--- src/pkg/ssp_pkg.sv ---
// constants and types for the serial port stop and pin select block
package ssp_pkg;
  // register byte offsets
  localparam logic [7:0] ADDR_S1CTL = 8'h00;
  localparam logic [7:0] ADDR_S2C1 = 8'h04;
  localparam logic [7:0] ADDR_S2C2 = 8'h08;
  localparam logic [7:0] ADDR_DIR = 8'h0c;
  localparam logic [7:0] ADDR_PDAT = 8'h10;
  localparam logic [7:0] ADDR_PIN = 8'h14;
  localparam logic [7:0] ADDR_TXD = 8'h18;
  localparam logic [7:0] ADDR_RXD = 8'h1c;
  localparam logic [7:0] ADDR_STAT = 8'h20;
  // serial1_control fields
  localparam int S1_ENABLE = 7;
  localparam int S1_SYNC = 6;
  localparam int S1_RX_EN = 5;
  localparam int S1_TX_EN = 4;
  localparam int S1_RDY = 2;
  localparam int S1_CLK_SRC = 1;
  // serial2 control fields
  localparam int S2_PIN_EN = 3;
  localparam int S2_RDY = 4;
  localparam int S2_CLK_OUT = 6;
  localparam int S2_CMP = 6;
  // status fields
  localparam int ST_TBE = 0;
  localparam int ST_TSC = 1;
  localparam int ST_RBF = 2;
  localparam int ST_OVR = 3;
  localparam int ST_PAR = 4;
  localparam int ST_FRM = 5;
  localparam int ST_SUM = 6;
  // pin vector positions
  localparam int NPIN = 9;
  localparam int P_RXD = 0;
  localparam int P_TXD = 1;
  localparam int P_SERIAL1_CLOCK_PIN = 2;
  localparam int P_RDY1 = 3;
  localparam int P_SERIAL2_DATA_IN_PIN = 4;
  localparam int P_SERIAL2_DATA_OUT_PIN = 5;
  localparam int P_SERIAL2_CLOCK_PIN = 6;
  localparam int P_RDY2 = 7;
  localparam int P_CMP2 = 8;
  // reset values
  localparam logic [7:0] CTL_RST = 8'h00;
  localparam logic [8:0] PORT_RST = 9'h000;
  // bits per frame, minus one, loaded into the shift counter
  localparam logic [3:0] SYNC_LAST = 4'h7;
  localparam logic [3:0] UART_LAST = 4'h9;
  localparam int SHIFT_DIV_DEF = 8;
  localparam logic [1:0] RESP_OKAY = 2'h0;
  localparam logic [1:0] RESP_SLVERR = 2'h2;
  typedef enum {TX_IDLE, TX_SHIFT} ssp_tx_type;
  typedef enum {RX_IDLE, RX_SHIFT} ssp_rx_type;
endpackage

--- src/ssp_sync.sv ---
// two-flop synchroniser for a vector of pin inputs
`timescale 1ns/10ps
`default_nettype none
module ssp_sync #(
  parameter int W = 9
) (
  input wire logic i_clk,
  input wire logic i_srst,
  input wire logic [W-1:0] i_async,
  output logic [W-1:0] o_sync
);
  logic [W-1:0] meta_reg; // first stage, read only by second stage
  logic [W-1:0] sync_reg; // second stage
  // both stages clear to low on reset
  always_ff @(posedge i_clk) begin
    if (i_srst) begin
      meta_reg <= '0;
      sync_reg <= '0;
    end else begin
      meta_reg <= i_async;
      sync_reg <= meta_reg;
    end
  end
  assign o_sync = sync_reg;
endmodule
`default_nettype wire

--- src/ssp_top.sv ---
// serial port stop/initialise and pin function select, axi4-lite registers
//
// Local design decisions: the address map and register access over AXI4-Lite.
`timescale 1ns/10ps
`default_nettype none
// Function
// - tx disable stops clocks, clears flags, frees pin
// - port disable frees all four serial1 pins
// - rx disable stops, clears errors, frees pin
// - port disable also resets receive state and flags
// - uart directions stop independently
// - port1 sync or uart, port2 sync
// - enable, mode and data pin routing bits
// - sync clock pin and ready pin select
// - uart clock pin select, ready is port
// - port2 pin enable, clock, ready, compare
module ssp_top import ssp_pkg::*; #(
  parameter int SHIFT_DIV = SHIFT_DIV_DEF
) (
  input wire logic I_SYS_CLK,
  input wire logic I_SRST,
  input wire logic [7:0] I_AWADDR,
  input wire logic I_AWVALID,
  output logic O_AWREADY,
  input wire logic [31:0] I_WDATA,
  input wire logic [3:0] I_WSTRB,
  input wire logic I_WVALID,
  output logic O_WREADY,
  output logic [1:0] O_BRESP,
  output logic O_BVALID,
  input wire logic I_BREADY,
  input wire logic [7:0] I_ARADDR,
  input wire logic I_ARVALID,
  output logic O_ARREADY,
  output logic [31:0] O_RDATA,
  output logic [1:0] O_RRESP,
  output logic O_RVALID,
  input wire logic I_RREADY,
  input wire logic [NPIN-1:0] I_PIN,
  output logic [NPIN-1:0] O_PIN,
  output logic [NPIN-1:0] O_PIN_OE
);
  logic [NPIN-1:0] pin_s; // synchronised pin levels
  ssp_sync #(.W(NPIN)) u_sync (
    .i_clk(I_SYS_CLK),
    .i_srst(I_SRST),
    .i_async(I_PIN),
    .o_sync(pin_s)
  );

  // bus state
  logic aw_got_reg, aw_got_next, w_got_reg, w_got_next;
  logic [7:0] aw_addr_reg, aw_addr_next;
  logic [31:0] w_data_reg, w_data_next;
  logic [1:0] w_strb_reg, w_strb_next;
  logic bvalid_reg, bvalid_next, rvalid_reg, rvalid_next;
  logic [1:0] bresp_reg, bresp_next, rresp_reg, rresp_next;
  logic [31:0] rdata_reg, rdata_next;
  // software registers
  logic [7:0] ctl1_reg, ctl1_next, c21_reg, c21_next, c22_reg, c22_next;
  logic [8:0] dir_reg, dir_next, pdat_reg, pdat_next;
  // engine state
  logic [15:0] div_reg, div_next;
  logic iclk_reg, iclk_next, sclk_prev_reg;
  ssp_tx_type tx_st_reg, tx_st_next;
  ssp_rx_type rx_st_reg, rx_st_next;
  logic [7:0] tx_buf_reg, tx_buf_next, rx_buf_reg, rx_buf_next;
  logic tx_full_reg, tx_full_next, tsc_reg, tsc_next;
  logic [8:0] tx_sh_reg, tx_sh_next;
  logic [7:0] rx_sh_reg, rx_sh_next;
  logic [3:0] tx_cnt_reg, tx_cnt_next, rx_cnt_reg, rx_cnt_next;
  logic txo_reg, txo_next, rbf_reg, rbf_next, ovr_reg, ovr_next, frm_reg, frm_next;
  logic par_reg; // no parity engine here, held clear
  // decoded controls and strobes
  logic port_enable_bit, syncm, ext_clk, tx_en, rx_en, wr_do, rd_do, wr_ok, rd_ok;
  logic int_rise, int_fall, ext_rise, ext_fall, tx_tick, rx_tick;
  logic [7:0] stat;

  assign port_enable_bit = ctl1_reg[S1_ENABLE];
  assign syncm = ctl1_reg[S1_SYNC];
  assign ext_clk = ctl1_reg[S1_CLK_SRC];
  assign tx_en = port_enable_bit & ctl1_reg[S1_TX_EN];
  assign rx_en = port_enable_bit & ctl1_reg[S1_RX_EN];
  assign stat = {1'b0, ovr_reg | par_reg | frm_reg, frm_reg, par_reg, ovr_reg,
                 rbf_reg, tsc_reg, tx_en & ~tx_full_reg};

  // handshake outputs come from registers only, no path from bus inputs
  assign O_AWREADY = ~aw_got_reg & ~bvalid_reg;
  assign O_WREADY = ~w_got_reg & ~bvalid_reg;
  assign O_ARREADY = ~rvalid_reg;
  assign O_BVALID = bvalid_reg;
  assign O_BRESP = bresp_reg;
  assign O_RVALID = rvalid_reg;
  assign O_RRESP = rresp_reg;
  assign O_RDATA = rdata_reg;
  assign wr_do = aw_got_reg & w_got_reg & ~bvalid_reg;
  assign rd_do = I_ARVALID & ~rvalid_reg;
  assign wr_ok = aw_addr_reg <= ADDR_STAT && aw_addr_reg[1:0] == 2'h0;
  assign rd_ok = I_ARADDR <= ADDR_STAT && I_ARADDR[1:0] == 2'h0;

  // bus channel next state; unmapped addresses answer slverr
  always_comb begin
    aw_got_next = aw_got_reg;
    aw_addr_next = aw_addr_reg;
    w_got_next = w_got_reg;
    w_data_next = w_data_reg;
    w_strb_next = w_strb_reg;
    bvalid_next = bvalid_reg;
    bresp_next = bresp_reg;
    rvalid_next = rvalid_reg;
    rresp_next = rresp_reg;
    rdata_next = rdata_reg;
    if (I_AWVALID && O_AWREADY) begin
      aw_got_next = 1'b1;
      aw_addr_next = I_AWADDR;
    end
    if (I_WVALID && O_WREADY) begin
      w_got_next = 1'b1;
      w_data_next = I_WDATA;
      w_strb_next = I_WSTRB[1:0];
    end
    if (wr_do) begin
      aw_got_next = 1'b0;
      w_got_next = 1'b0;
      bvalid_next = 1'b1;
      bresp_next = wr_ok ? RESP_OKAY : RESP_SLVERR;
    end else if (bvalid_reg && I_BREADY) begin
      bvalid_next = 1'b0;
    end
    if (rd_do) begin
      rvalid_next = 1'b1;
      rresp_next = rd_ok ? RESP_OKAY : RESP_SLVERR;
      case (I_ARADDR)
        ADDR_S1CTL: rdata_next = {24'h000000, ctl1_reg};
        ADDR_S2C1: rdata_next = {24'h000000, c21_reg};
        ADDR_S2C2: rdata_next = {24'h000000, c22_reg};
        ADDR_DIR: rdata_next = {23'h000000, dir_reg};
        ADDR_PDAT: rdata_next = {23'h000000, pdat_reg};
        ADDR_PIN: rdata_next = {23'h000000, pin_s};
        ADDR_RXD: rdata_next = {24'h000000, rx_buf_reg};
        ADDR_STAT: rdata_next = {24'h000000, stat};
        default: rdata_next = 32'h00000000;
      endcase
    end else if (rvalid_reg && I_RREADY) begin
      rvalid_next = 1'b0;
    end
  end

  // software register writes, byte lane 0 and bit 8 from lane 1
  always_comb begin
    ctl1_next = ctl1_reg;
    c21_next = c21_reg;
    c22_next = c22_reg;
    dir_next = dir_reg;
    pdat_next = pdat_reg;
    if (wr_do && w_strb_reg[0]) begin
      case (aw_addr_reg)
        ADDR_S1CTL: ctl1_next = w_data_reg[7:0];
        ADDR_S2C1: c21_next = w_data_reg[7:0];
        ADDR_S2C2: c22_next = w_data_reg[7:0];
        ADDR_DIR: dir_next[7:0] = w_data_reg[7:0];
        ADDR_PDAT: pdat_next[7:0] = w_data_reg[7:0];
        default: ctl1_next = ctl1_reg;
      endcase
    end
    if (wr_do && w_strb_reg[1] && aw_addr_reg == ADDR_DIR) begin
      dir_next[8] = w_data_reg[8];
    end
    if (wr_do && w_strb_reg[1] && aw_addr_reg == ADDR_PDAT) begin
      pdat_next[8] = w_data_reg[8];
    end
  end

  // shift clock sources: free divider or external clock pin edges
  assign int_rise = div_reg == 16'(SHIFT_DIV - 1) && !iclk_reg;
  assign int_fall = div_reg == 16'(SHIFT_DIV - 1) && iclk_reg;
  assign ext_rise = pin_s[P_SERIAL1_CLOCK_PIN] & ~sclk_prev_reg;
  assign ext_fall = ~pin_s[P_SERIAL1_CLOCK_PIN] & sclk_prev_reg;
  // sync: shift out on fall, sample on rise; internal clock only while sending
  assign tx_tick = syncm ? (ext_clk ? ext_fall : int_fall) : (ext_clk ? ext_rise : int_rise);
  assign rx_tick = ext_clk ? ext_rise : (int_rise & (~syncm | tx_st_reg == TX_SHIFT));

  // transmit and receive engines
  always_comb begin
    div_next = (div_reg == 16'(SHIFT_DIV - 1)) ? 16'h0000 : div_reg + 16'h0001;
    iclk_next = (div_reg == 16'(SHIFT_DIV - 1)) ? ~iclk_reg : iclk_reg;
    tx_st_next = tx_st_reg;
    tx_buf_next = tx_buf_reg;
    tx_full_next = tx_full_reg;
    tsc_next = tsc_reg;
    tx_sh_next = tx_sh_reg;
    tx_cnt_next = tx_cnt_reg;
    txo_next = txo_reg;
    rx_st_next = rx_st_reg;
    rx_sh_next = rx_sh_reg;
    rx_cnt_next = rx_cnt_reg;
    rx_buf_next = rx_buf_reg;
    rbf_next = rbf_reg;
    ovr_next = ovr_reg;
    frm_next = frm_reg;
    if (!tx_en && !rx_en) begin
      div_next = 16'h0000;
      iclk_next = 1'b1; // clock idles high
    end
    if (wr_do && aw_addr_reg == ADDR_TXD && w_strb_reg[0]) begin
      tx_buf_next = w_data_reg[7:0];
      tx_full_next = 1'b1;
    end
    if (tx_tick) begin
      case (tx_st_reg)
        TX_IDLE: begin
          if (tx_full_reg) begin
            // uart frame: start bit first, stop bit last
            tx_st_next = TX_SHIFT;
            tx_full_next = 1'b0;
            tsc_next = 1'b0;
            txo_next = syncm ? tx_buf_reg[0] : 1'b0;
            tx_sh_next = syncm ? {2'h3, tx_buf_reg[7:1]} : {1'b1, tx_buf_reg};
            tx_cnt_next = syncm ? SYNC_LAST : UART_LAST;
          end
        end
        TX_SHIFT: begin
          if (tx_cnt_reg == 4'h0) begin
            tx_st_next = TX_IDLE;
            tsc_next = 1'b1;
            txo_next = 1'b1;
          end else begin
            txo_next = tx_sh_reg[0];
            tx_sh_next = {1'b1, tx_sh_reg[8:1]};
            tx_cnt_next = tx_cnt_reg - 4'h1;
          end
        end
        default: tx_st_next = TX_IDLE;
      endcase
    end
    // external sync clock: the frame ends at the rising edge that takes the last bit,
    // since a far end that parks its clock never gives a ninth falling edge
    if (syncm && ext_clk && ext_rise && tx_st_reg == TX_SHIFT && tx_cnt_reg == 4'h0) begin
      tx_st_next = TX_IDLE;
      tsc_next = 1'b1;
      txo_next = 1'b1;
    end
    // tx disable: stop shifting, reset clock control, clear flags
    if (!tx_en) begin
      tx_st_next = TX_IDLE;
      tx_full_next = 1'b0;
      tsc_next = 1'b0;
      txo_next = 1'b1;
      tx_cnt_next = 4'h0;
    end
    // read of rx data clears the flag; a completion below in the same cycle wins
    if (rd_do && I_ARADDR == ADDR_RXD) begin
      rbf_next = 1'b0;
    end
    if (rx_tick) begin
      case (rx_st_reg)
        RX_IDLE: begin
          // sync takes the first bit now; uart waits for a low start bit
          if (syncm) begin
            rx_st_next = RX_SHIFT;
            rx_sh_next = {pin_s[P_RXD], rx_sh_reg[7:1]};
            rx_cnt_next = 4'h1;
          end else if (!pin_s[P_RXD]) begin
            rx_st_next = RX_SHIFT;
            rx_cnt_next = 4'h0;
          end
        end
        RX_SHIFT: begin
          if (rx_cnt_reg < 4'h8) begin
            rx_sh_next = {pin_s[P_RXD], rx_sh_reg[7:1]};
            rx_cnt_next = rx_cnt_reg + 4'h1;
          end
          if ((syncm && rx_cnt_reg == 4'h7) || (!syncm && rx_cnt_reg == 4'h8)) begin
            rx_st_next = RX_IDLE;
            rx_buf_next = syncm ? {pin_s[P_RXD], rx_sh_reg[7:1]} : rx_sh_reg;
            ovr_next = ovr_reg | rbf_next; // a byte read this cycle is no overrun
            rbf_next = 1'b1;
            frm_next = frm_reg | (~syncm & ~pin_s[P_RXD]);
          end
        end
        default: rx_st_next = RX_IDLE;
      endcase
    end
    // rx or port disable: stop, reset clock control, clear flags
    if (!rx_en) begin
      rx_st_next = RX_IDLE;
      rx_cnt_next = 4'h0;
      rbf_next = 1'b0;
      ovr_next = 1'b0;
      frm_next = 1'b0;
    end
  end

  // register everything; synchronous reset
  always_ff @(posedge I_SYS_CLK) begin
    if (I_SRST) begin
      aw_got_reg <= 1'b0;
      aw_addr_reg <= 8'h00;
      w_got_reg <= 1'b0;
      w_data_reg <= 32'h00000000;
      w_strb_reg <= 2'h0;
      bvalid_reg <= 1'b0;
      bresp_reg <= RESP_OKAY;
      rvalid_reg <= 1'b0;
      rresp_reg <= RESP_OKAY;
      rdata_reg <= 32'h00000000;
      ctl1_reg <= CTL_RST;
      c21_reg <= CTL_RST;
      c22_reg <= CTL_RST;
      dir_reg <= PORT_RST;
      pdat_reg <= PORT_RST;
      div_reg <= 16'h0000;
      iclk_reg <= 1'b1;
      sclk_prev_reg <= 1'b0;
      tx_st_reg <= TX_IDLE;
      rx_st_reg <= RX_IDLE;
      tx_buf_reg <= 8'h00;
      rx_buf_reg <= 8'h00;
      tx_full_reg <= 1'b0;
      tsc_reg <= 1'b0;
      tx_sh_reg <= 9'h1ff;
      rx_sh_reg <= 8'h00;
      tx_cnt_reg <= 4'h0;
      rx_cnt_reg <= 4'h0;
      txo_reg <= 1'b1;
      rbf_reg <= 1'b0;
      ovr_reg <= 1'b0;
      frm_reg <= 1'b0;
      par_reg <= 1'b0;
    end else begin
      aw_got_reg <= aw_got_next;
      aw_addr_reg <= aw_addr_next;
      w_got_reg <= w_got_next;
      w_data_reg <= w_data_next;
      w_strb_reg <= w_strb_next;
      bvalid_reg <= bvalid_next;
      bresp_reg <= bresp_next;
      rvalid_reg <= rvalid_next;
      rresp_reg <= rresp_next;
      rdata_reg <= rdata_next;
      ctl1_reg <= ctl1_next;
      c21_reg <= c21_next;
      c22_reg <= c22_next;
      dir_reg <= dir_next;
      pdat_reg <= pdat_next;
      div_reg <= div_next;
      iclk_reg <= iclk_next;
      sclk_prev_reg <= pin_s[P_SERIAL1_CLOCK_PIN];
      tx_st_reg <= tx_st_next;
      rx_st_reg <= rx_st_next;
      tx_buf_reg <= tx_buf_next;
      rx_buf_reg <= rx_buf_next;
      tx_full_reg <= tx_full_next;
      tsc_reg <= tsc_next;
      tx_sh_reg <= tx_sh_next;
      rx_sh_reg <= rx_sh_next;
      tx_cnt_reg <= tx_cnt_next;
      rx_cnt_reg <= rx_cnt_next;
      txo_reg <= txo_next;
      rbf_reg <= rbf_next;
      ovr_reg <= ovr_next;
      frm_reg <= frm_next;
      par_reg <= 1'b0;
    end
  end

  // pin function select; a deselected pin is a port
  always_comb begin
    O_PIN = pdat_reg;
    O_PIN_OE = dir_reg;
    if (port_enable_bit) begin
      if (ctl1_reg[S1_RX_EN]) begin
        O_PIN_OE[P_RXD] = 1'b0;
      end
      if (ctl1_reg[S1_TX_EN]) begin
        O_PIN[P_TXD] = txo_reg;
        O_PIN_OE[P_TXD] = 1'b1;
      end
      if (ext_clk) begin
        O_PIN_OE[P_SERIAL1_CLOCK_PIN] = 1'b0;
      end else if (syncm && ctl1_reg[S1_TX_EN]) begin
        O_PIN[P_SERIAL1_CLOCK_PIN] = tx_st_reg == TX_SHIFT ? iclk_reg : 1'b1;
        O_PIN_OE[P_SERIAL1_CLOCK_PIN] = 1'b1;
      end
      if (syncm && ctl1_reg[S1_RDY]) begin
        O_PIN[P_RDY1] = ~(rx_en & ~rbf_reg); // low means ready
        O_PIN_OE[P_RDY1] = 1'b1;
      end
    end
    // port2 has no uart mode; pins only, idle levels driven
    if (c21_reg[S2_PIN_EN]) begin
      O_PIN_OE[P_SERIAL2_DATA_IN_PIN] = 1'b0;
      O_PIN[P_SERIAL2_DATA_OUT_PIN] = 1'b1;
      O_PIN_OE[P_SERIAL2_DATA_OUT_PIN] = 1'b1;
      O_PIN[P_SERIAL2_CLOCK_PIN] = 1'b1;
      O_PIN_OE[P_SERIAL2_CLOCK_PIN] = c21_reg[S2_CLK_OUT];
      if (c21_reg[S2_RDY]) begin
        O_PIN[P_RDY2] = 1'b1;
        O_PIN_OE[P_RDY2] = 1'b1;
      end
      if (c22_reg[S2_CMP]) begin
        O_PIN[P_CMP2] = 1'b0;
        O_PIN_OE[P_CMP2] = 1'b1;
      end
    end
  end
endmodule
`default_nettype wire

--- config.mk ---
export PLATFORM = sky130hd
export DESIGN_NAME = ssp_top
export DESIGN_NICKNAME = d
export VERILOG_FILES = /design/src/pkg/ssp_pkg.sv /design/src/ssp_sync.sv /design/src/ssp_top.sv
export SDC_FILE = /design/constraint.sdc
export NUM_CORES = 1
export LEC_CHECK = 0
export ABC_AREA = 1
export BUFFER_PORTS_ARGS = -buffer_cell sky130_fd_sc_hd__clkbuf_2
export CAP_MARGIN = 20
export CORE_ASPECT_RATIO = 1.1
export CORE_MARGIN = 1
export CORE_UTILIZATION = 55
export CTS_CLUSTER_DIAMETER = 50
export DETAILED_ROUTE_END_ITERATION = 8
export PLACE_DENSITY = 0.78
export SETUP_SLACK_MARGIN = 0.2
export SLEW_MARGIN = 20
export SYNTH_ARGS = -nofsm -noshare
export SYNTH_HDL_FRONTEND = slang
export SYNTH_SLANG_ARGS = --single-unit
--- constraint.sdc ---
create_clock -name I_SYS_CLK -period 2.45 [get_ports I_SYS_CLK]
set_input_delay 0.245 -clock I_SYS_CLK [delete_from_list [all_inputs] [get_ports I_SYS_CLK]]
set_output_delay 0.245 -clock I_SYS_CLK [all_outputs]
set_load 0.005 [all_outputs]
; ---- After elaboration in Yosys (flattened, before gate mapping)
; Cells that the tools add are included.
[totals]
in_bits = 68
output_inout_bits = 59
reg_bits = 248
[op_classes]
bitwise = 31
addsub = 3
magnitude_cmp = 3
n_eq_ne = 26
reduce_logical = 61
n_mux = 68
[ops]
columns = op, count
row1 = 32-bit 2-to-1 mux, 5
row2 = 32-bit case mux with 2 select lines, 2
row3 = 9-bit case mux with 8 select lines, 1
row4 = "32-bit by 1-bit equality test with 1-bit output, second input constant", 2
row5 = 32-bit zero test, 2
row6 = "8-bit by 5-bit equality test with 1-bit output, second input constant", 5
row7 = 1-bit 2-to-1 mux, 37
row8 = "32-bit by 2-bit equality test with 1-bit output, second input constant", 1
row9 = "8-bit by 4-bit equality test with 1-bit output, second input constant", 4
row10 = 4-bit 2-to-1 mux, 8
row11 = 1-bit logical AND, 24
row12 = 8-bit 2-to-1 mux, 3
row13 = 9-bit 2-to-1 mux, 2
row14 = 9-bit case mux with 2 select lines, 1
row15 = "16-bit by 1-bit adder with 16-bit output, second input constant", 1
row16 = "16-bit by 3-bit equality test with 1-bit output, second input constant", 1
row17 = "8-bit by 3-bit equality test with 1-bit output, second input constant", 2
row18 = "8-bit by 6-bit <= comparator with 1-bit output, second input constant", 2
row19 = 8-bit zero test, 2
row20 = 4-bit case mux with 2 select lines, 2
row21 = 8-bit case mux with 2 select lines, 1
row22 = 3-bit AND reduction, 5
row23 = 1-bit NOT, 14
row24 = 1-bit AND, 13
row25 = other kinds (23), 52

; ---- Logic depth before layout (Yosys ltp)
; Gate-level depths: netlist of run 1.
[depth]
depth_word = 8
mapped_depth = 11
depth_no_buf = 11

; ---- Cells and area by module
; A second synthesis of run 1 with hierarchy kept.
[unflattened]
cells_unflattened = 1131
hier_area_um2 = 7815.0
[by_module_without_submodules]
columns = module, cells_per_inst, n_inst, area_each_um2, seq_area_each_um2
row1 = ssp_top, 1075, 1, 7293.2, 2842.7
row2 = ssp_sync, 56, 1, 521.8, 360.3

; ---- Least setup slack after synthesis of run 1
; OpenSTA, ideal clock, no wires.
[synth_timing]
path_type = register -> register
from = reg div_reg[0]
to = reg tx_cnt_reg[1]
required_time_ps = 2337
path_stages_with_launch = 12
setup_ps = 113
t_arrival_ps = 1448
path_slack_ps = 889
cell_sequence = dfxtp_1 ha_1 inv_1 nor2_1 nand2_1 nor2_2 nand4_1 nand2_2 nand3_4 buf_6 nor2_1 nor2_1
[synth_between]
elab_chain_len = 5
[synth_lines]
columns = item, line_no
row1 = "start, declared", ssp_top.sv:63  ; logic [15:0] div_reg, div_next;
row2 = "start signal, assigned", ssp_top.sv:346  ; div_reg <= div_next;
row3 = 16-bit by 3-bit equality test with 1-bit output (*), "ssp_top.sv:175, ssp_top.sv:176"
row4 = 1-bit logical AND (on tied branches), "ssp_top.sv:175, ssp_top.sv:176"
row5 = 1-bit 2-to-1 mux, ssp_top.sv:180  ; assign tx_tick = syncm ? (ext_clk ? ext_fall : int_fall) : (ext_clk ? ext_rise : int_rise);
row6 = 1-bit 2-to-1 mux (*), ssp_top.sv:180
row7 = 4-bit AND reduction (no line) (*), n/a
row8 = "end signal, assigned", ssp_top.sv:357  ; tx_cnt_reg <= tx_cnt_next;
row9 = "end, declared", ssp_top.sv:71  ; logic [3:0] tx_cnt_reg, tx_cnt_next, rx_cnt_reg, rx_cnt_next;
; Every way passes the cells marked *; elsewhere a longest branch is shown, timed or not.
; A chain may end at the register's enable or synchronous reset.

; ---- Final worst setup path of run 1
[layout_timing]
from = reg ctl1_reg[6]
to = out O_PIN_OE[2]
[layout_between]
elab_chain_len = 4
[layout_lines]
columns = item, line_no
row1 = "start, declared", ssp_top.sv:60  ; logic [7:0] ctl1_reg, ctl1_next, c21_reg, c21_next, c22_reg, c22_next;
row2 = "start signal, assigned", ssp_top.sv:341  ; ctl1_reg <= ctl1_next;
row3 = 1-bit logical AND, ssp_top.sv:381  ; end else if (syncm && ctl1_reg[S1_TX_EN]) begin
row4 = 1-bit 2-to-1 mux, ssp_top.sv:381
row5 = 1-bit 2-to-1 mux, ssp_top.sv:379  ; if (ext_clk) begin
row6 = 4-bit 2-to-1 mux, ssp_top.sv:371  ; if (port_enable_bit) begin
row7 = "end, declared", ssp_top.sv:41  ; output logic [NPIN-1:0] O_PIN_OE
; No other way between the ends.

==> results of run 1 <==
## worst max-delay path by stage
stage,to,slack [ns],startpoint
3_5_place_dp,rx_buf_reg[0],0.49,div_reg[0]
3_3_place_gp,rx_sh_reg[6],0.57,div_reg[0]
5_1_grt,O_PIN_OE[2],0.25,ctl1_reg[6]
2_1_floorplan,tx_cnt_reg[1],0.89,div_reg[0]
6_report,O_PIN_OE[2],0.43,ctl1_reg[6]
4_1_cts,O_PIN[2],0.32,ctl1_reg[6]
## per-stage QoR
| step | total power [uW] | instances |
|---|---|---|
| 6_report | 5701 | 1354 |
| 5_1_grt | 5885 | 1354 |
| 4_1_cts | 5734 | 1354 |
| 3_5_place_dp | 3055 | 1322 |
| 3_3_place_gp | 3047 | 1322 |
| 2_1_floorplan | 2977 | 1123 |
## area by class of cell
cell class / instances / area, um2 / share of cell area [%]
well taps: 188 / 235.2 / 2.682
repair buffers: 89 / 495.5 / 5.649
clock buffers: 20 / 466.7 / 5.321
multi-input cells: 763 / 3766 / 42.94
clock inverters: 10 / 136.4 / 1.555
inverters: 124 / 467.9 / 5.335
flip-flops and latches: 160 / 3203 / 36.52
## kinds of logic (layout without fill, tap and decap cells)
family          Yosys count  count (layout)
xor+xnor                  5               5
buf+inv                 200             243
flops                   160             160
compound gates          201             201
other cells               1              25
fa+ha+maj                 4               4
simple gates            528             528
## tightest hold or removal path, delay by kind of cell
kind	cells	cell delay, ns
buffers and inverters	2	0.12
AND/OR/NAND/NOR	1	0.03
## report_power, final
| group | switching, uW | internal, uW |
|---|---|---|
| Sequential | 34.3 | 2660 |
| Clock | 1030 | 1670 |
| Combinational | 217 | 94.3 |
## metal layers
layer / vias to the layer above / GRT usage, % / routed length [um]
li1: 3668 / - / -
met1: 3211 / 32.56 / 7941
met2: 210 / 42.80 / 8704
met3: 30 / 4.602 / 982
met4: 0 / 9.955 / 391
met5: - / 0 / 0
## layout by cell type, fill, tap and decap left out, types with 4 or more instances in the layout
master	count
clkbuf_2	76
a211oi_1	16
buf_4	10
nor2_4	7
nor2b_1	4
xor2_1	4
nor3_2	5
nand2_2	7
ha_1	4
or2_2	6
nand2_1	193
o21ai_0	70
nand3_2	4
inv_1	118
conb_1	25
o21ai_1	5
clkbuf_16	17
dfxtp_1	160
nand4_1	36
nor3_1	13
nor2_1	139
nor2_2	6
a21oi_1	92
nand3_1	93
## timing repair
item / in CTS / in global routing
hold endpoints to repair: 2 / 0
endpoints found under the setup margin: 0 / 1
gates resized for setup: 0 / 1
hold buffers: 2 / 0
==> impl_metrics.json, run 1 <==
{
  "fmax_mhz": 494.2,
  "synth_cell_types": 46,
  "reg2reg_depth": 8,
  "num_rows": 45,
  "end_kind": "output pin",
  "grt_max_degree": 61,
  "min_path_type": "input pin to flip-flop",
  "clk_latency_ns": 0.43,
  "htree_num_levels": 4,
  "synthCells": 1099,
  "period_minus_slack_ns": 2.024,
  "holdCritStartpoint": "I_PIN[0]",
  "required_ns": 2.20,
  "grt_pass1_vias": 6260,
  "synth_top_area_cell": "dfxtp_1",
  "worst-path-buf-inv": 2,
  "route.detailed.drc": 0,
  "fin_worst_skew_ns": 0.006635,
  "port_buffers": 76,
  "largest_register_ffs": 16,
  "synth_most_common_cell": "nand2_1",
  "insertedDiodeCount": 0,
  "synthTopCellsByArea": "dfxtp_1 41%, nand2_1 9.3%, nor2_1 6.7%",
  "die_area_mm2": 0.01471,
  "die_h_um": 127.1,
  "r2r_end": "rx_buf_reg[0]",
  "yosysSeqAreaShare_pct": 40.92,
  "setup_tns_ns": 0,
  "critPathKind": "flip-flop to output pin",
  "synthTopCellsByCount": "193 x nand2_1, 160 x dfxtp_1, 139 x nor2_1, 119 x inv_1, 93 x nand3_1",
  "drv_slew": 0,
  "drive_gt1_share_pct": 14.24,
  "clkSinkCount": 160,
  "wl_per_cell_um": 13.31,
  "synth-xor-area-share_pct": 0.5595,
  "slowest_stage": "dfxtp_1",
  "postCtsSetupBuffers": 0,
  "r2r_start": "div_reg[0]",
  "fillers": 1314,
  "relSlewSlack_pct": 52.55,
  "ys.flop_type": "dfxtp_1",
  "synth-compound-area-share_pct": 14.18,
  "ant_nets": 0,
  "pre_cts_slack_ns": 0.4896,
  "initial_core_util_pct": 56.51,
  "worst_hold_slack_ns": 0.006579,
  "vias": 7119,
  "vias_per_cell": 5.258,
  "hold-path-endpoint": "u_sync.meta_reg[0]",
  "cap_violations": 0,
  "synth_warnings": 0,
  "path_cells": "inv_2 -> nor3_2 -> nor2_1 -> a21oi_1 -> clkbuf_2",
  "hold_depth": 3,
  "grt_use_total_pct": 25.56,
  "arrival_ns": 1.78,
  "setup_ws_ns": 0.4263,
  "fin_nets": 1227,
  "drt_iter0_drc": 554,
  "firstDrtPassIters": 5,
  "synthesis.area_mm2": 0.007828,
  "overflow": 0,
  "async_flop_share_pct": 0,
  "cts_tree": "done",
  "crit_cells": 5,
  "drt-total-wl_um": 18020,
  "ios": 127,
  "synthAdderAreaFrac_pct": 0.6394,
  "r2r_slack_ns": 0.45,
  "synth_edf_count": 0,
  "postSynthAreaPerCell_um2": 7.122,
  "setup_viol": 0,
  "grt_pass1_wl_um": 29570,
  "routabilityCongestion": 0.8613,
  "min_period_over_period_pct": 82.60,
  "utilization_pct": 63.32,
  "tightestPinTransition_ns": 0.7094,
  "clk_pin_slew_worst_paths_ns": 0.06,
  "p_leak_uw": 0.003824,
  "postLayoutCellArea_mm2": 0.008771,
  "synthToLayoutAreaGrowth_pct": 12.05,
  "status": "finished clean",
  "clock_path_buffers": 2,
  "cpPeakStageDelay_ns": 0.49,
  "crit_family": "flip-flops",
  "path_max_fanout": 10,
  "synth_top_cell_area_share_pct": 40.92,
  "cts-root-buf": "clkbuf_16",
  "rsz0062_at_grt": "false",
  "cts_made_buffers": 17,
  "ys_seq_elements": 160,
  "hold_viol": 0,
  "critPathLaunchType": "flip-flop",
  "antenna_found_initial": 0,
  "die_x_um": 115.7,
  "place.detailed.hpwl_um": 12640,
  "placed_area_mm2": 0.008143,
  "ir_worst_vdd_mv": 0.5282,
  "synthMuxAreaShare_pct": 0,
  "synth_top_family_by_area": "simple AND/OR/NAND/NOR gates",
  "core_area_mm2": 0.01385,
  "synthSimpleGateAreaFrac_pct": 31.47,
  "power.density_mw_per_mm2": 650.0
}
No activity file was read; power rests on OpenSTA's default activity.
==> inputs of run 2 (changes only) <==
Clock period 2.45 ns to 1.9 ns, I/O delays scaled along.
==> run 2 against run 1 <==
Against the previous run: sequential power is 29% higher; flip-flop and latch count stayed put; core utilization increased by 3.0 points; count of clock-buffer cells in the layout increased by 1; hold slack better by 0.0059 ns; clock power increased by 21%; worst setup slack got worse by 0.18 ns; total power is 26% higher; routed wire length grew 5.3%.
==> impl_metrics.json, run 2 (synthesized netlist as in run 1, its figures left out) <==
{
  "die_area_mm2": 0.01471,
  "ios": 127,
  "power.density_mw_per_mm2": 780.6,
  "power_uw": 7174,
  "grt_pass1_wl_um": 31290,
  "end_kind": "flip-flop",
  "insertedDiodeCount": 0,
  "clk_latency_ns": 0.43,
  "p_leak_uw": 0.004007,
  "setup_ws_ns": 0.2483,
  "routabilityCongestion": 0.8964,
  "overflow": 0,
  "path_max_fanout": 8,
  "final_common_cell": "nand2_1",
  "drt-total-wl_um": 18980,
  "largest_register_ffs": 16,
  "hold_viol": 0,
  "period_minus_slack_ns": 1.652,
  "grt_pass1_vias": 6628,
  "port_buffers": 76,
  "htree_num_levels": 4,
  "vias_per_cell": 5.338,
  "die_x_um": 115.7,
  "clk_pin_slew_worst_paths_ns": 0.06,
  "min_period_over_period_pct": 86.93,
  "min_path_type": "input pin to flip-flop",
  "fin_nets": 1260,
  "grt_use_total_pct": 26.79,
  "cap_violations": 0,
  "critPathKind": "flip-flop to flip-flop",
  "grt_max_degree": 71,
  "route.detailed.drc": 0,
  "clkSinkCount": 160,
  "initial_core_util_pct": 56.51,
  "cts_tree": "done",
  "ant_nets": 0,
  "placedCellCount": 1335,
  "ir_worst_vdd_mv": 0.6697,
  "drt_iter0_drc": 765,
  "fillers": 1225,
  "setup_viol": 0,
  "r2r_slack_ns": 0.25,
  "synthToLayoutAreaGrowth_pct": 17.42,
  "multiInputGateArea_mm2": 0.003919,
  "mostFrequentLayoutCells": "186 x nand2_1, 153 x dfxtp_1, 133 x nor2_1, 117 x inv_1, 91 x a21oi_1",
  "die_h_um": 127.1,
  "place.detailed.hpwl_um": 12670,
  "pre_cts_slack_ns": 0.1535,
  "firstDrtPassIters": 5,
  "placed_area_mm2": 0.008240,
  "seq_area_mm2": 0.003224,
  "status": "finished clean",
  "drv_slew": 0,
  "postLayoutCellArea_mm2": 0.009191,
  "finalNonFillerCells": 1389,
  "setup_tns_ns": 0,
  "cts_made_buffers": 17,
  "fin_worst_skew_ns": 0.006855,
  "vias": 7414,
  "clock_path_buffers": 2,
  "critPathLaunchType": "flip-flop",
  "num_rows": 45,
  "arrival_ns": 2.01,
  "fmax_mhz": 605.4,
  "wl_per_cell_um": 13.66,
  "core_area_mm2": 0.01385,
  "required_ns": 2.26,
  "cts-root-buf": "clkbuf_16",
  "antenna_found_initial": 0,
  "drive_gt1_share_pct": 18.15,
  "rsz0062_at_grt": "true"
}
-- run 2: cell types whose count changed in the layout (fill, tap and decap cells not counted), moves of 4 or more --
cell | previous run | this run
dfxtp_4 | 0 | 5
nand2_1 | 193 | 186
nand2_4 | 0 | 4
dfxtp_1 | 160 | 153
dlygate4sd3_1 | 2 | 11
buf_4 | 10 | 29
nor2_1 | 139 | 133
-- run 2: worst paths after layout --
path	cells past startpoint	endpoint	startpoint
max	11	tx_cnt_reg[2]	div_reg[1]
min	3	w_strb_reg[0]	I_WSTRB[0]
max reg2reg	11	tx_cnt_reg[2]	div_reg[1]
min reg2reg	2	u_sync.o_sync[6]	u_sync.meta_reg[6]
-- run 2: layout make-up --
cell class	count	share of cell area, %
Tap cell	188	2.559
Clock inverter	11	1.157
Multi-Input combinational cell	764	42.64
Inverter	124	5.118
Timing Repair Buffer	121	8.440
Sequential cell	160	35.08
Clock buffer	21	5.010
-- run 2: timing repair --
item | in CTS | in global routing
gates cloned | 1 | 1
pin swaps | 4 | 13
resized for setup | 20 | 31
endpoints found under the setup margin | 39 | 59
setup buffers | 4 | 5
hold buffers | 11 | 0
hold endpoints to repair | 11 | 0
-- run 2: power breakdown --
| part | switching (uW) | internal (uW) | total, uW |
|---|---|---|---|
| combinational | 287 | 140 | 427 |
| clock | 1400 | 1880 | 3280 |
| sequential | 44.4 | 3420 | 3460 |
-- run 2: worst max-delay path, cell delays in order (launching register included) --
cell	delay (ns)
dfxtp_2	0.35
ha_4	0.17
inv_2	0.06
nor2_4	0.11
nand2_2	0.07
nor2_4	0.11
nand4_1	0.14
nand2_4	0.17
nand3_4	0.17
nand2_2	0.10
inv_1	0.04
nor2_1	0.09
-- run 2: routing by layer --
layer  vias to the layer above  wire length [um]  track usage, %
met5                         -                 0               0
met4                         0               361           9.653
met3                        38              1130           5.550
met2                       240              9343           45.05
met1                      3403              8141           33.78
li1                       3733                 -               -
-- run 2: per-stage QoR --
stage                     utilization [%]  hold WS (ns)
after CTS                           65.24      0.003865
after floorplan                         -        0.2970
after global routing                66.36       0.04041
after detailed placement            59.49        0.3850
after global placement              59.49        0.3816
final                               66.36       0.01250
==> inputs of run 3 (changes only) <==
Clock period 1.9 ns to 2.1 ns, I/O delays scaled along.
==> run 3 against run 2 <==
Against the previous run: die area did not move; non-clock buffer count is 16 lower; sequential share of layout area increased by 0.67 points; core utilization shrank 1.6 points; first-iteration DRC count up 1.8%; clock skew about the same; count of clock-buffer cells in the layout rose by 1.
==> impl_metrics.json, run 3 (synthesized netlist as in run 1, its figures left out) <==
{
  "path_cells": "nand2_4 -> nor3_4 -> nor2_1 -> a31oi_1 -> clkbuf_2",
  "htree_num_levels": 4,
  "min_period_over_period_pct": 85.76,
  "vias": 7299,
  "cts_made_buffers": 17,
  "die_h_um": 127.1,
  "relSlewSlack_pct": 57.86,
  "holdCritStartpoint": "I_AWADDR[0]",
  "die_area_mm2": 0.01471,
  "initial_core_util_pct": 56.51,
  "r2r_slack_ns": 0.33,
  "wl_met2_um": 9138,
  "hold_depth": 3,
  "setup_viol": 0,
  "routabilityCongestion": 0.8758,
  "hold_viol": 0,
  "p_leak_uw": 0.003929,
  "status": "finished clean",
  "required_ns": 1.89,
  "core_area_mm2": 0.01385,
  "port_buffers": 76,
  "path_max_fanout": 6,
  "wl_met1_um": 8254,
  "clock_path_buffers": 2,
  "clkSinkCount": 160,
  "r2r_end": "dir_reg[1]",
  "highest_layer": "met4",
  "drt_iter0_drc": 779,
  "cap_violations": 0,
  "utilization_pct": 64.74,
  "clk_latency_ns": 0.43,
  "fillers": 1249,
  "cpPeakStageDelay_ns": 0.45,
  "slowest_stage": "dfxtp_2",
  "firstDrtPassIters": 5,
  "cts-root-buf": "clkbuf_16",
  "min_path_type": "input pin to flip-flop",
  "vias_per_cell": 5.316,
  "hold-path-endpoint": "aw_addr_reg[0]",
  "worst_hold_slack_ns": 0.02670,
  "wl_per_cell_um": 13.67,
  "cts_tree": "done",
  "place.detailed.hpwl_um": 12630,
  "end_kind": "output pin",
  "tightestPinTransition_ns": 0.6300,
  "insertedDiodeCount": 0,
  "ios": 127,
  "die_x_um": 115.7,
  "power.density_mw_per_mm2": 733.5,
  "critPathLaunchType": "flip-flop",
  "drive_gt1_share_pct": 15.53,
  "ant_nets": 0,
  "clk_pin_slew_worst_paths_ns": 0.06,
  "setup_tns_ns": 0,
  "grt_pass1_wl_um": 31080,
  "synthToLayoutAreaGrowth_pct": 14.56,
  "fin_nets": 1244,
  "drt-total-wl_um": 18780,
  "grt_use_total_pct": 26.53,
  "drv_slew": 0,
  "r2r_start": "aw_addr_reg[7]",
  "rsz0062_at_grt": "true",
  "reg2reg_depth": 9,
  "antenna_found_initial": 0,
  "mostFrequentLayoutCells": "192 x nand2_1, 158 x dfxtp_1, 139 x nor2_1, 118 x inv_1",
  "wl_met3_um": 1037,
  "overflow": 0,
  "route.detailed.drc": 0,
  "fmax_mhz": 555.3,
  "period_minus_slack_ns": 1.801,
  "critPathKind": "flip-flop to output pin",
  "arrival_ns": 1.59,
  "fin_worst_skew_ns": 0.006543,
  "ir_worst_vdd_mv": 0.7467,
  "largest_register_ffs": 16,
  "grt_pass1_vias": 6749,
  "final_common_cell": "nand2_1",
  "grt_max_degree": 71,
  "num_rows": 45
}
==> run 3: power by group <==
part	switching (uW)	internal, uW	total, uW	leakage [uW]
clock network	1280	1770	3060	0.000287
logic	261	121	381	0.00234
registers	41.8	3100	3140	0.00130
total	1590	4990	6580	0.00393
==> run 3: layer usage <==
| metal | vias to the layer above | GRT usage [%] |
|---|---|---|
| met5 | - | 0 |
| met4 | 0 | 9.502 |
| met3 | 33 | 5.408 |
| met2 | 212 | 44.14 |
| met1 | 3352 | 33.96 |
| li1 | 3702 | - |
==> run 3: critical path: cells and delay by family, from the launching register on <==
family | cells | cell delay, ns
buffers and inverters | 1 | 0.16
and+or+nand+nor | 3 | 0.34
AOI/OAI and AO/OA | 1 | 0.22
DFF | 1 | 0.45
==> run 3: repair_timing <==
item | 4_1_cts | 5_1_grt
endpoints found under the setup margin | 2 | 52
pin swaps | 0 | 2
gates resized for setup | 3 | 12
cloned | 0 | 1
hold buffers | 9 | 0
hold endpoints to repair | 9 | 0
setup buffers | 0 | 2
==> run 3: through the flow <==
step	total power (uW)	cells	setup slack, ns	cell area (um2)
final	6577	1373	0.2991	8967
after global placement	3558	1329	0.2722	8195
after global routing	6778	1373	0.1504	8967
after CTS	6595	1370	0.2104	8881
after detailed placement	3564	1329	0.2186	8195
after floorplan	3473	1123	0.5393	7918
==> run 3: how the worst max path moves through the flow <==
stage	from	end	slack (ns)	cells past startpoint
floorplan	div_reg[0]	tx_cnt_reg[1]	0.54	11
global placement	div_reg[0]	rx_sh_reg[6]	0.27	8
detailed placement	div_reg[0]	rx_sh_reg[2]	0.22	8
CTS	div_reg[0]	rx_sh_reg[2]	0.21	8
global route	div_reg[0]	tx_cnt_reg[1]	0.15	11
finish	ctl1_reg[7]	O_PIN[2]	0.30	5
==> run 3: cell type report <==
type	count	area, um2	area share [%]
timing repair buffer	105	633.1	7.060
inverter	124	467.9	5.218
tap	188	235.2	2.623
multi-input combinational	764	3837	42.79
clock inverter	10	103.9	1.158
clock buffer	22	484.2	5.400
sequential	160	3206	35.75
